[src/lsc_defs.vh]
// constants for the low-speed lane control register bank
`ifndef LSC_DEFS_VH
`define LSC_DEFS_VH

// register indices; byte address is four times the index
`define LSC_IDX_GLOBAL 8'h01
`define LSC_IDX_CTRL_A 8'h06
`define LSC_IDX_CTRL_B 8'h07
`define LSC_IDX_CTRL_C 8'h08
`define LSC_IDX_STATUS 8'h10

// reset values
`define LSC_RST_GLOBAL 16'h0000
`define LSC_RST_CTRL_A 16'h8115
`define LSC_RST_CTRL_B 16'hdc04
`define LSC_RST_CTRL_C 16'h000d

// global register
`define LSC_GLB_POWER_DOWN 15
// control a fields
`define LSC_A_BROADCAST 15
`define LSC_A_SEL_HI 14
`define LSC_A_SEL_LO 12
`define LSC_A_MPY_HI 3
`define LSC_A_MPY_LO 0
// control b fields
`define LSC_B_SWING_HI 14
`define LSC_B_SWING_LO 12
`define LSC_B_LOS_EN 11
`define LSC_B_TX_EN 10
`define LSC_B_TX_RATE_HI 9
`define LSC_B_TX_RATE_LO 8
`define LSC_B_DE_HI 7
`define LSC_B_DE_LO 4
`define LSC_B_RX_EN 2
`define LSC_B_RX_RATE_HI 1
`define LSC_B_RX_RATE_LO 0
// control c fields
`define LSC_C_RX_INV 15
`define LSC_C_TX_INV 14
`define LSC_C_EQ_HI 11
`define LSC_C_EQ_LO 8

// multiplier codes and their ratio times two (12.5x needs the half step)
`define LSC_MPY_4X 4'h0
`define LSC_MPY_5X 4'h1
`define LSC_MPY_6X 4'h2
`define LSC_MPY_8X 4'h4
`define LSC_MPY_10X 4'h5
`define LSC_MPY_12X 4'h6
`define LSC_MPY_12P5X 4'h7
`define LSC_MPY_15X 4'h8
`define LSC_MPY_20X 4'h9
`define LSC_MPY_25X 4'ha
`define LSC_MPY_50X 4'hd
`define LSC_MPY_65X 4'he
`define LSC_X2_4X 8'h08
`define LSC_X2_5X 8'h0a
`define LSC_X2_6X 8'h0c
`define LSC_X2_8X 8'h10
`define LSC_X2_10X 8'h14
`define LSC_X2_12X 8'h18
`define LSC_X2_12P5X 8'h19
`define LSC_X2_15X 8'h1e
`define LSC_X2_20X 8'h28
`define LSC_X2_25X 8'h32
`define LSC_X2_50X 8'h64
`define LSC_X2_65X 8'h82

// status register layout
`define LSC_ST_X2_HI 15
`define LSC_ST_X2_LO 8
`define LSC_ST_VALID 7
`define LSC_ST_FORCED 6

// ahb transfer type bit that marks an active transfer
`define LSC_HTRANS_ACTIVE 1

`endif

[src/lsc_lane_regs.v]
// one lane's copy of the two lane-specific control registers
`timescale 1ns/1ps
`default_nettype none
`include "lsc_defs.vh"

module lsc_lane_regs
(
  input wire hclk,
  input wire hresetn,
  input wire write_b,
  input wire write_c,
  input wire [15:0] wdata,
  output reg [15:0] ctrl_b,
  output reg [15:0] ctrl_c
);

  // ---------------------------------------------------------------
  // storage
  // ---------------------------------------------------------------
  // every bit is kept, reserved ones too, so they read back as written
  always @(posedge hclk or negedge hresetn)
  begin
    if (!hresetn)
    begin
      ctrl_b <= `LSC_RST_CTRL_B;
      ctrl_c <= `LSC_RST_CTRL_C;
    end
    else
    begin
      if (write_b)
        ctrl_b <= wdata;
      if (write_c)
        ctrl_c <= wdata;
    end
  end

endmodule // lsc_lane_regs

`default_nettype wire

[src/lsc_top.v]
// low-speed lane control register bank with ahb-lite slave
`timescale 1ns/1ps
`default_nettype none
`include "lsc_defs.vh"

module lsc_top
#(
  parameter LANES = 4,
  parameter SEL_W = 3,
  parameter AW = 12
)
(
  input wire hclk,
  input wire hresetn,
  input wire hsel,
  input wire [AW-1:0] haddr,
  input wire [1:0] htrans,
  input wire hwrite,
  input wire [2:0] hsize,
  input wire [31:0] hwdata,
  input wire hready,
  output reg hreadyout,
  output reg hresp,
  output reg [31:0] hrdata,
  input wire channel_power_down_n,
  output reg [7:0] pll_multiplier_x2,
  output reg pll_code_valid,
  output wire [3*LANES-1:0] output_swing_code,
  output wire [LANES-1:0] signal_loss_detect_enable,
  output reg [LANES-1:0] transmit_lane_enable,
  output wire [2*LANES-1:0] transmit_lane_rate,
  output wire [4*LANES-1:0] deemphasis_code,
  output reg [LANES-1:0] receive_lane_enable,
  output wire [2*LANES-1:0] receive_lane_rate,
  output wire [LANES-1:0] receive_polarity_invert,
  output wire [LANES-1:0] transmit_polarity_invert,
  output wire [4*LANES-1:0] equalizer_code
);

  // ---------------------------------------------------------------
  // declarations
  // ---------------------------------------------------------------
  reg [15:0] global_ctrl;
  reg [15:0] ctrl_a;
  reg pdn_meta;
  reg pdn_sync;
  reg wr_pending;
  reg [7:0] wr_index;
  reg rd_pending;
  reg [7:0] rd_index;
  reg [7:0] next_x2;
  reg next_valid;
  reg [15:0] next_rdata;
  wire [16*LANES-1:0] lane_b;
  wire [16*LANES-1:0] lane_c;
  wire [LANES-1:0] lane_wr;
  wire addr_phase;
  wire [7:0] addr_index;
  wire addr_aligned;
  wire wr_b;
  wire wr_c;
  wire broadcast;
  wire [SEL_W-1:0] lane_sel;
  wire sel_in_range;
  wire forced_down;
  wire [15:0] sel_b;
  wire [15:0] sel_c;
  wire [15:0] status_word;

  // ---------------------------------------------------------------
  // power-down pin synchroniser
  // ---------------------------------------------------------------
  // the pin is asynchronous to hclk; only the second stage is used
  always @(posedge hclk or negedge hresetn)
  begin
    if (!hresetn)
    begin
      pdn_meta <= 1'b0;
      pdn_sync <= 1'b0;
    end
    else
    begin
      pdn_meta <= channel_power_down_n;
      pdn_sync <= pdn_meta;
    end
  end

  // ---------------------------------------------------------------
  // ahb-lite address phase decode
  // ---------------------------------------------------------------
  assign addr_phase = hsel & hready & htrans[`LSC_HTRANS_ACTIVE];
  assign addr_index = haddr[9:2];
  assign addr_aligned = (haddr[1:0] == 2'b00) & (haddr[AW-1:10] == {(AW-10){1'b0}});

  // writes complete with no wait state; the index is held for the data phase
  always @(posedge hclk or negedge hresetn)
  begin
    if (!hresetn)
    begin
      wr_pending <= 1'b0;
      wr_index <= 8'h00;
    end
    else
    begin
      wr_pending <= addr_phase & hwrite & addr_aligned;
      if (addr_phase & hwrite)
        wr_index <= addr_index;
    end
  end

  // reads take one wait state, so a write in its data phase lands first
  always @(posedge hclk or negedge hresetn)
  begin
    if (!hresetn)
    begin
      rd_pending <= 1'b0;
      rd_index <= 8'h00;
      hreadyout <= 1'b1;
    end
    else
    begin
      rd_pending <= addr_phase & ~hwrite;
      hreadyout <= ~(addr_phase & ~hwrite);
      if (addr_phase & ~hwrite)
        rd_index <= addr_aligned ? addr_index : 8'hff;
    end
  end

  // the response is always okay; unmapped addresses read zero
  always @(posedge hclk or negedge hresetn)
  begin
    if (!hresetn)
      hresp <= 1'b0;
    else
      hresp <= 1'b0;
  end

  // ---------------------------------------------------------------
  // global and control a registers
  // ---------------------------------------------------------------
  // only the low half-word carries register data
  always @(posedge hclk or negedge hresetn)
  begin
    if (!hresetn)
    begin
      global_ctrl <= `LSC_RST_GLOBAL;
      ctrl_a <= `LSC_RST_CTRL_A;
    end
    else if (wr_pending)
    begin
      if (wr_index == `LSC_IDX_GLOBAL)
        global_ctrl <= hwdata[15:0];
      if (wr_index == `LSC_IDX_CTRL_A)
        ctrl_a <= hwdata[15:0]; // reserved codes stored as written
    end
  end

  assign broadcast = ctrl_a[`LSC_A_BROADCAST];
  assign lane_sel = ctrl_a[`LSC_A_SEL_HI:`LSC_A_SEL_LO];
  // reserved selections 1xx address no lane unless broadcast is set
  assign sel_in_range = (lane_sel < LANES);

  // ---------------------------------------------------------------
  // lane write steering
  // ---------------------------------------------------------------
  assign wr_b = wr_pending & (wr_index == `LSC_IDX_CTRL_B);
  assign wr_c = wr_pending & (wr_index == `LSC_IDX_CTRL_C);

  genvar gi;
  generate
    for (gi = 0; gi < LANES; gi = gi + 1)
    begin : g_lane
      // broadcast reaches every lane, otherwise only the chosen one
      assign lane_wr[gi] = broadcast | (lane_sel == gi);

      // each lane owns its own pair of registers
      lsc_lane_regs u_regs
      (
        .hclk(hclk),
        .hresetn(hresetn),
        .write_b(wr_b & lane_wr[gi]),
        .write_c(wr_c & lane_wr[gi]),
        .wdata(hwdata[15:0]),
        .ctrl_b(lane_b[16*gi +: 16]),
        .ctrl_c(lane_c[16*gi +: 16])
      );

      // field slices come straight from the lane flops
      assign output_swing_code[3*gi +: 3] =
        lane_b[16*gi+`LSC_B_SWING_LO +: 3];
      assign signal_loss_detect_enable[gi] =
        lane_b[16*gi+`LSC_B_LOS_EN];
      assign transmit_lane_rate[2*gi +: 2] =
        lane_b[16*gi+`LSC_B_TX_RATE_LO +: 2];
      assign deemphasis_code[4*gi +: 4] =
        lane_b[16*gi+`LSC_B_DE_LO +: 4];
      assign receive_lane_rate[2*gi +: 2] =
        lane_b[16*gi+`LSC_B_RX_RATE_LO +: 2];
      assign receive_polarity_invert[gi] =
        lane_c[16*gi+`LSC_C_RX_INV];
      assign transmit_polarity_invert[gi] =
        lane_c[16*gi+`LSC_C_TX_INV];
      assign equalizer_code[4*gi +: 4] =
        lane_c[16*gi+`LSC_C_EQ_LO +: 4];
    end
  endgenerate

  // ---------------------------------------------------------------
  // effective lane enables
  // ---------------------------------------------------------------
  // pin low or global power-down overrides the software enables
  assign forced_down = ~pdn_sync | global_ctrl[`LSC_GLB_POWER_DOWN];

  integer li;
  always @(posedge hclk or negedge hresetn)
  begin
    if (!hresetn)
    begin
      transmit_lane_enable <= {LANES{1'b0}};
      receive_lane_enable <= {LANES{1'b0}};
    end
    else
    begin
      for (li = 0; li < LANES; li = li + 1)
      begin
        transmit_lane_enable[li] <= lane_b[16*li+`LSC_B_TX_EN] & ~forced_down;
        receive_lane_enable[li] <= lane_b[16*li+`LSC_B_RX_EN] & ~forced_down;
      end
    end
  end

  // ---------------------------------------------------------------
  // pll multiplier decode
  // ---------------------------------------------------------------
  // reserved codes give zero ratio and drop the valid flag
  always @*
  begin
    next_valid = 1'b1;
    case (ctrl_a[`LSC_A_MPY_HI:`LSC_A_MPY_LO])
      `LSC_MPY_4X: next_x2 = `LSC_X2_4X;
      `LSC_MPY_5X: next_x2 = `LSC_X2_5X;
      `LSC_MPY_6X: next_x2 = `LSC_X2_6X;
      `LSC_MPY_8X: next_x2 = `LSC_X2_8X;
      `LSC_MPY_10X: next_x2 = `LSC_X2_10X;
      `LSC_MPY_12X: next_x2 = `LSC_X2_12X;
      `LSC_MPY_12P5X: next_x2 = `LSC_X2_12P5X;
      `LSC_MPY_15X: next_x2 = `LSC_X2_15X;
      `LSC_MPY_20X: next_x2 = `LSC_X2_20X;
      `LSC_MPY_25X: next_x2 = `LSC_X2_25X;
      `LSC_MPY_50X: next_x2 = `LSC_X2_50X;
      `LSC_MPY_65X: next_x2 = `LSC_X2_65X;
      default:
      begin
        next_x2 = 8'h00;
        next_valid = 1'b0;
      end
    endcase
  end

  always @(posedge hclk or negedge hresetn)
  begin
    if (!hresetn)
    begin
      pll_multiplier_x2 <= 8'h00;
      pll_code_valid <= 1'b0;
    end
    else
    begin
      pll_multiplier_x2 <= next_x2;
      pll_code_valid <= next_valid;
    end
  end

  // ---------------------------------------------------------------
  // read path
  // ---------------------------------------------------------------
  // reads follow the lane select; reserved selects read as zero
  assign sel_b = sel_in_range ? lane_b[16*lane_sel +: 16] : 16'h0000;
  assign sel_c = sel_in_range ? lane_c[16*lane_sel +: 16] : 16'h0000;
  assign status_word = {pll_multiplier_x2, pll_code_valid, forced_down, 6'b00_0000};

  always @*
  begin
    case (rd_index)
      `LSC_IDX_GLOBAL: next_rdata = global_ctrl;
      `LSC_IDX_CTRL_A: next_rdata = ctrl_a;
      `LSC_IDX_CTRL_B: next_rdata = sel_b;
      `LSC_IDX_CTRL_C: next_rdata = sel_c;
      `LSC_IDX_STATUS: next_rdata = status_word;
      default: next_rdata = 16'h0000;
    endcase
  end

  // data loaded in the wait cycle and held until the next read
  always @(posedge hclk or negedge hresetn)
  begin
    if (!hresetn)
      hrdata <= 32'h0000_0000;
    else if (rd_pending)
      hrdata <= {16'h0000, next_rdata};
  end

endmodule // lsc_top

`default_nettype wire

[config.mk]
export PLATFORM = sky130hd
export DESIGN_NAME = lsc_top
export DESIGN_NICKNAME = d
export VERILOG_FILES = /design/src/lsc_lane_regs.v /design/src/lsc_top.v
export VERILOG_INCLUDE_DIRS = /design/src
export SDC_FILE = /design/constraint.sdc
export NUM_CORES = 1
export LEC_CHECK = 0
export ABC_AREA = 1
export BUFFER_PORTS_ARGS = -buffer_cell sky130_fd_sc_hd__clkbuf_2
export CAP_MARGIN = 20
export CORE_ASPECT_RATIO = 2
export CORE_UTILIZATION = 40
export DETAILED_ROUTE_END_ITERATION = 6
export PLACE_DENSITY = 0.69
export SYNTH_ARGS = -nofsm -noshare
export SYNTH_HDL_FRONTEND = slang
export SYNTH_SLANG_ARGS = --single-unit
[constraint.sdc]
create_clock -name hclk -period 3 [get_ports hclk]
set_clock_uncertainty 0.2 [all_clocks]
set_input_delay 0.3 -clock hclk [delete_from_list [all_inputs] [get_ports hclk]]
set_output_delay 0.3 -clock hclk [all_outputs]
set_load 0.01 [all_outputs]
Word-level counts from Yosys, hierarchy flattened
Index checks and enable logic that the tools add are counted.
- bits in registers: 214
- output and inout port bits: 123
- input bits: 55
- logic and storage cells: 94
- multiplexer cells: 6
- bitwise logic cells: 33
- reduce and logical (&&, ||, !) cells: 7
- $lt $le $gt $ge: 1
- shifts and indexed selects: 2
- eq/ne operators: 23
- operators by type and width (kind ; count):
    $shiftx 64x8->16 ; 2
    $pmux 8 s12 ; 1
    $pmux 16 s5 ; 1
    $eq 8x3->1 const B ; 4
    $mux 16 ; 2
    $and 1x1->1 ; 24
    $eq 4x4->1 const B ; 5
    $eq 4x3->1 const B ; 4
    $eq 8x1->1 const B ; 2
    $eq 8x4->1 const B ; 2
    $reduce_or 12->1 ; 1
    $eq 8x5->1 const B ; 1
    $mux 8 ; 1
    $eq 3x2->1 const B ; 2
    $or 1x1->1 ; 5
    $eq 4x1->1 const B ; 1
    $eq 4x2->1 const B ; 1
    $logic_not 2->1 ; 2
    $logic_not 4->1 ; 1
    $not 1->1 ; 4
    $reduce_and 2->1 ; 2
    $eq 3x1->1 const B ; 1
    $logic_not 3->1 ; 1
    $lt 3x3->1 const B ; 1
    $mux 1 ; 1

Logic depth before layout (Yosys ltp)
Gate-level depths: netlist of run 1.
- depth after elaboration: 4
- mapped depth: 12
- depth with buffers taken out: 9

Modules after synthesis
Synthesis of run 1 repeated with hierarchy kept, for this count alone.
- cell total of the unflattened synthesis: 1388
- area total of the unflattened synthesis: 10520.1 µm²
- modules (own cells, without submodules) (module ; area an instance (µm²) ; times used ; cells an instance ; seq. area each (µm²)):
    lsc_top ; 5490.3 ; 1 ; 844 ; 2159.6
    lsc_lane_regs ; 1257.5 ; 4 ; 136 ; 812.0

Worst setup path before layout of run 1
OpenSTA, ideal clock, no wires.
- path kind: flip-flop to flip-flop
- from: register ctrl_a[13]
- to: register g_lane[1].u_regs.ctrl_b[5]
- arrival: 1252 ps
- period minus slack after synthesis: 1585 ps
- library setup time: 132 ps
- stages on the path, launching flop included: 7
- path buffers: 2
- required time: 2668 ps
- slack: 1415 ps
- cell sequence: dfrtp_1 buf_4 o31ai_2 nand3_1 clkbuf_1 nand2_1 o21ai_0
- word-level cells in the longest chain between the ends: 3
- RTL lines (what ; line ; source):
    from (decl) ; lsc_top.v:44 ; reg [15:0] ctrl_a;
    from (signal assigned) ; lsc_top.v:147 ; ctrl_a <= `LSC_RST_CTRL_A;
    from (signal assigned) ; lsc_top.v:154 ; ctrl_a <= hwdata[15:0];
    $eq 3x1->1 ; lsc_top.v:174 ; assign lane_wr[gi] = broadcast | (lane_sel == gi);
    $or 1x1->1 ; lsc_top.v:174 ;
    $and 1x1->1 ; lsc_top.v:181 ; .write_b(wr_b & lane_wr[gi]),
    to (signal assigned) ; lsc_lane_regs.v:25 ; ctrl_b <= `LSC_RST_CTRL_B;
    to (signal assigned) ; lsc_lane_regs.v:31 ; ctrl_b <= wdata;
    to (decl) ; lsc_lane_regs.v:13 ; output reg [15:0] ctrl_b,
No other way between the ends.
A chain may end at the register's enable or synchronous reset.

Worst setup path after layout of run 1
- from: register ctrl_a[12]
- to: register hrdata[6]
- word-level cells in the longest chain between the ends: 3
- elaborated cells on any way between the ends: 6
- classes of those cells: order compare (1); shift (2); mux (3)
- RTL lines (what ; line ; source):
    $shiftx 64x8->16 (tied with other cells) ; lsc_top.v:279 ; assign sel_c = sel_in_range ? lane_c[16*lane_sel +: 16] : 16'h0000;
    $mux 16, on equally long branches ; lsc_top.v:279, lsc_top.v:278 ;
    $pmux 16 s5 * ; lsc_top.v:284 ; case (rd_index)
    to (signal assigned) ; lsc_top.v:300 ; hrdata <= {16'h0000, next_rdata};
    to (decl) ; lsc_top.v:24 ; output reg [31:0] hrdata,
Mark *: on every way between the ends. The rest lies on a longest branch, timed or not.

==> results of run 1 <==
## cells in the mapped netlist (2+ instances only)
| master | count |
|---|---|
| nand2_1 | 561 |
| o21ai_1 | 33 |
| a21oi_1 | 22 |
| o31ai_2 | 2 |
| inv_1 | 50 |
| nor3_1 | 3 |
| inv_2 | 2 |
| nor2_2 | 5 |
| dfstp_2 | 42 |
| buf_6 | 4 |
| nor2_1 | 69 |
| nand3_1 | 48 |
| clkbuf_1 | 20 |
| nand4_1 | 3 |
| o21ai_0 | 144 |
| o211ai_1 | 2 |
| dfrtp_1 | 172 |
| mux2_2 | 4 |
| buf_2 | 30 |
| buf_4 | 95 |
| buf_1 | 4 |
## final cells by class
cell class / instances / area, um2 / area share
Multi-Input combinational cell: 918 / 3880 / 0.333
Timing Repair Buffer: 178 / 1060 / 0.0914
Tap cell: 340 / 425 / 0.0366
Sequential cell: 214 / 5410 / 0.465
Inverter: 52 / 195 / 0.0168
Clock buffer: 25 / 518 / 0.0445
Clock inverter: 8 / 140 / 0.0121
## placed cells by master (no fill, tap or decap), types with 3 or more instances in the layout
master / count
a21oi_1: 22
buf_12: 3
buf_4: 23
bufinv_16: 4
clkbuf_1: 4
clkbuf_16: 19
clkbuf_2: 139
clkbuf_8: 3
clkinv_2: 4
conb_1: 17
dfrtp_1: 171
dfstp_2: 42
dlygate4sd3_1: 12
inv_1: 50
mux2_2: 4
nand2_1: 561
nand3_1: 48
nand4_1: 3
nor2_1: 69
nor2_2: 5
nor3_1: 3
o21ai_0: 144
o21ai_1: 33
## worst paths after layout
check / startpoint / endpoint / slack, ps / depth (start not counted)
setup reg to reg: ctrl_a[12] / hrdata[6] / 800 / 10
hold reg to reg: pdn_meta / pdn_sync / 220 / 0
hold / removal: hready / rd_pending / 20 / 4
setup / recovery: ctrl_a[12] / hrdata[6] / 800 / 10
min in group asynchronous: hresetn / g_lane[3].u_regs.ctrl_c[8] / 60 / 2
max in group asynchronous: hresetn / pdn_sync / 1660 / 3
## power by group
part           switching (mW)  leakage, nW  total (mW)  internal, mW
Sequential             0.0799         2.15        3.07          2.99
Clock                    1.06        0.325        2.62          1.56
Combinational           0.314         3.85       0.459         0.145
## worst max-delay path, delay by kind of cell (launching register included)
family                 cells  cell delay (ps)
buffers and inverters      2              800
AND/OR/NAND/NOR            7              600
flip-flops                 1              360
AO/OA/AOI/OAI              1              140
## state kept, by name (all words and copies together) (netlist names)
register and flops:
wr_pending 1, ctrl_a 16, rd_index 8, pll_code_valid 1, global_ctrl 16, pdn_sync 1, g_lane.u_regs.ctrl_c 64, receive_lane_enable 4
hrdata 16, g_lane.u_regs.ctrl_b 64, pll_multiplier_x2 8, wr_index 8, rd_pending 1, transmit_lane_enable 4, pdn_meta 1, hreadyout 1
## per-stage QoR
stage	cell area, um2	cells	worst slack [ps]	util
5_1_grt	11600	1735	678	0.453
3_3_place_gp	10800	1690	858	0.423
6_report	11600	1735	804	0.453
2_1_floorplan	10500	1337	1420	-
3_5_place_dp	10800	1690	859	0.423
4_1_cts	11600	1735	834	0.453
## cells by family after synthesis
group	synth area share
simple gates	0.259
flops	0.519
compound gates	0.103
buf+inv	0.115
mux	0.00432
other cells	0.000360
## routing by layer
metal / global-route usage / share of wire / vias to the layer above
li1: - / - / 4182
met1: 0.260 / 0.39 / 4098
met2: 0.376 / 0.52 / 244
met3: 0.0269 / 0.043 / 72
met4: 0.118 / 0.047 / 0
met5: 0 / 0 / -
==> impl_results.md, run 1 <==
- Hold WS: 20.6 ps
- Worst Path Max Fanout: 36
- Max Fclk: 455 MHz
- CTS Buf Count: 19
- Final WL: 28300 um
- Fraction of registers with async set/reset: 1.00
- Final Wtd Congestion: 0.867
- Port-buffer cells: 140
- Fillcell total: 2555
- Top cells by area, synth: dfrtp_1 (41%), nand2_1 (20%), dfstp_2 (11%), o21ai_0 (6.9%), buf_4 (6.8%)
- Actual slew at the worst max-slew pin: 978 ps
- Critical-path cell list: buf_4, buf_4, nand2_1, nand2_1, nand2_1, nand2_1, nand2_1, nand2_1, nand2_1, a21oi_1
- Worst Path Required: 3230 ps
- Synth unique cells: 27
- Hold violation count in the final report: 0
- Static leakage power: 6.32 nW
- First-pass GRT wire length: 44800 um
- PwrDens: 529 nW/um2
- Prevailing post-synth register cell: dfrtp_1
- Worst Setup End Kind: flop
- Chip width: 116 um
- 1st-iter DRT viols: 702
- Post-CTS setup buffers: 0
- Fin crit period: 2200 ps
- Setup TNS: 0 ps
- Cell Rows: 83
- Starting Density: 0.406
- Synth Register Bits: 214
- Root Buffer: clkbuf_16
- Nets: 1438
- Clk_lat worst skew: 500 ps
- WP data arrival: 2420 ps
- Largest net degree at the start of global routing: 77
- Clock transition at the registers of the reported paths: 70 ps
- Final Cycle Share: 0.732
- Yosys top cell by area: dfrtp_1
- CTS tree: done
- Synth top area share: 0.413
- Rel. slew slack: 0.348
- Via density: 4.95
- # DRC: 0
- Initial antenna violation count: 0
- Global route overflow: 0
- Hold crit path type: primary input to flop
- Mean cell area of the mapped netlist: 7.89 um2
- Post-Syn Area: 10400 um2
- Max-slew violation count: 0
- Max IR drop VDD: 0.272 mV
- RSZ-0062 raised after global routing: false
- Tot GR Track Use: 0.218
- IO Pins: 178
- Setup-failing EPs final: 0
- CP max-delay cell: buf_4
- CTS max path bufs: 3
- ANT nets after route: 0
- Area grow syn2layout: 11.6%
- Hold buffer count at cts: 12
- Cells after Synth: 1321
- CP Launch Type: flop
- Clock sink total: 214
- CP max stage delay: 430 ps
- Most frequent CP cell: nand2_1
- DIE HEIGHT: 230 um
- Dpl hpwl: 19400 um
- H-tree levels: 1
- Post-cts resize count: 0
- Tot Pwr: 6.15 mW
- Max-cap violation count: 0
- YS warnings: 0
- Per-cell routed wire length: 16.3 um
- Crit path kind: flop to flop
- Die area: 26700 um2
- Share of cells above drive strength 1: 0.181
- Total core area: 25700 um2
- Antenna Cells: 0
- DRT Pass-1 Iters: 5
- Vias in the first global route: 8257
- DR vias: 8596
- Sequential-to-total area share from yosys stat: 0.519
- Post-synth EDFFs: 0
- Outcome: completed
Power figures use the tool's default switching activity.
==> run 2, diff against run 1 <==
==> constraint.sdc (replaced) <==
create_clock -name hclk -period 2.1 [get_ports hclk]
set_clock_uncertainty 0.2 [all_clocks]
set_input_delay 0.21 -clock hclk [delete_from_list [all_inputs] [get_ports hclk]]
set_output_delay 0.21 -clock hclk [all_outputs]
set_load 0.01 [all_outputs]
==> impl_results.md, run 2 (synthesized netlist as in run 1, its figures left out) <==
- Tot GR Track Use: 0.217
- Outcome: finished, violations left
- WP data arrival: 2090 ps
- Total core area: 25700 um2
- Critical-path cell list: inv_2, buf_12, o31ai_4, nand3_1, buf_4, nand2_1, o21ai_0
- Setup TNS: 0 ps
- Most frequent cells in the layout: nand2_1 (561), dfrtp_1 (171), o21ai_0 (144), clkbuf_2 (139), nor2_1 (69)
- Delay-heaviest family, CP: buffers and inverters
- Area grow syn2layout: 14.0%
- Rel. slew slack: 0.639
- # DRC: 0
- IO Pins: 178
- DRT Pass-1 Iters: 5
- Share of cells above drive strength 1: 0.182
- PwrDens: 710 nW/um2
- Final Wtd Congestion: 0.812
- Fin crit period: 1940 ps
- DIE HEIGHT: 230 um
- Most common cell after layout, fill and taps aside: nand2_1
- Clock sink total: 214
- Stages on the worst setup path: 7
- Busiest layer in global routing: met2
- CTS max path bufs: 3
- Reg2reg start: ctrl_a[12]
- Hold path cells: 3
- Port-buffer cells: 140
- Dpl hpwl: 19500 um
- Number of buffers and inverters on the critical path: 3
- Static leakage power: 6.42 nW
- Setup-failing EPs final: 0
- DR vias: 8756
- Starting Density: 0.406
- Max-cap violation count: 0
- Reg2Reg Depth: 7
- GRT met3 Usage: 0.0248
- Worst Path Required: 2250 ps
- ANT nets after route: 0
- Root Buffer: clkbuf_16
- CTS tree: done
- CP max-delay cell: dfrtp_2
- Vias in the first global route: 8341
- Setup ws final: 163 ps
- Clk_lat worst skew: 500 ps
- Worst Path Max Fanout: 34
- Chip width: 116 um
- Clock transition at the registers of the reported paths: 70 ps
- Post-Place Setup Slack: 190 ps
- Per-cell routed wire length: 16.1 um
- Top flop regs: g_lane.u_regs.ctrl_b (64), g_lane.u_regs.ctrl_c (64)
- Worst Setup End Kind: flop
- Hold violation count in the final report: 1
- Hold crit path type: primary input to flop
- Fin util: 0.463
- CP Launch Type: flop
- Die area: 26700 um2
- Hold WS: -14.7 ps
- Actual slew at the worst max-slew pin: 540 ps
- Max IR drop VDD: 0.354 mV
- Failing checks: negative hold slack
- Final Cycle Share: 0.922
- Post-CTS setup buffers: 0
- Met2 global-route usage: 0.380
- Tot Pwr: 8.43 mW
- Initial antenna violation count: 0
- CTS Buf Count: 19
- Global route overflow: 0
- CP max stage delay: 450 ps
- RSZ-0062 raised after global routing: false
- Largest net degree at the start of global routing: 48
- Max Fclk: 516 MHz
- First-pass GRT wire length: 44800 um
- Crit path kind: flop to flop
- Cell Rows: 83
- Final WL: 28300 um
- Max-slew violation count: 0
- Via density: 4.97
- H-tree levels: 1
- GR Util met1: 0.258
- Antenna Cells: 0
- Nets: 1464
- Crit. Startpoint: ctrl_a[12]
- 1st-iter DRT viols: 701
- Hold wc startpoint: hwdata[15]
## run 2: power by group
group / internal [mW] / switching (mW)
registers: 4.27 / 0.111
logic: 0.244 / 0.456
clock network: 1.82 / 1.53
total: 6.34 / 2.10
## run 2: routing by layer
layer	up-vias	wire [um]
met1	4120	10900
met4	0	1260
met3	69	1510
met5	-	0
li1	4232	-
met2	335	14600
## run 2: through the flow
stage / hold WS (ps) / area, um2 / cells
6_report: -14.7 / 11900 / 1761
5_1_grt: 14.5 / 11900 / 1761
4_1_cts: 1.55 / 11900 / 1761
3_5_place_dp: -19.2 / 11000 / 1698
3_3_place_gp: -21.6 / 11000 / 1698
2_1_floorplan: -286 / 10500 / 1337
## run 2: tightest hold or removal path: cells and delay by family
kind / cells / cell delay, ps
AOI/OAI and AO/OA: 1 / 180
buffers and inverters: 2 / 250
## run 2: path summary, 6_finish.rpt
check                                        endpoint  slack (ps)
max in group asynchronous                   ctrl_a[2]         980
min in group asynchronous  g_lane[3].u_regs.ctrl_c[8]          20
max                        g_lane[3].u_regs.ctrl_b[6]         160
max reg2reg                g_lane[3].u_regs.ctrl_b[6]         160
min reg2reg                                  pdn_sync         160
min                                   global_ctrl[15]         -10
## run 2: layout make-up
cell class                      instances  area, um2
Clock inverter                          4       22.5
Tap cell                              340        425
Timing Repair Buffer                  204       1390
Sequential cell                       214       5410
Clock buffer                           29        553
Fill cell                            2523      13800
Multi-Input combinational cell        918       3880
Inverter                               52        195
## run 2: repair_timing
item	CTS	global route
hold buffers	30	0
endpoints found under the setup margin	0	0
endpoints found under the hold margin	283	0
gates resized for setup	0	0
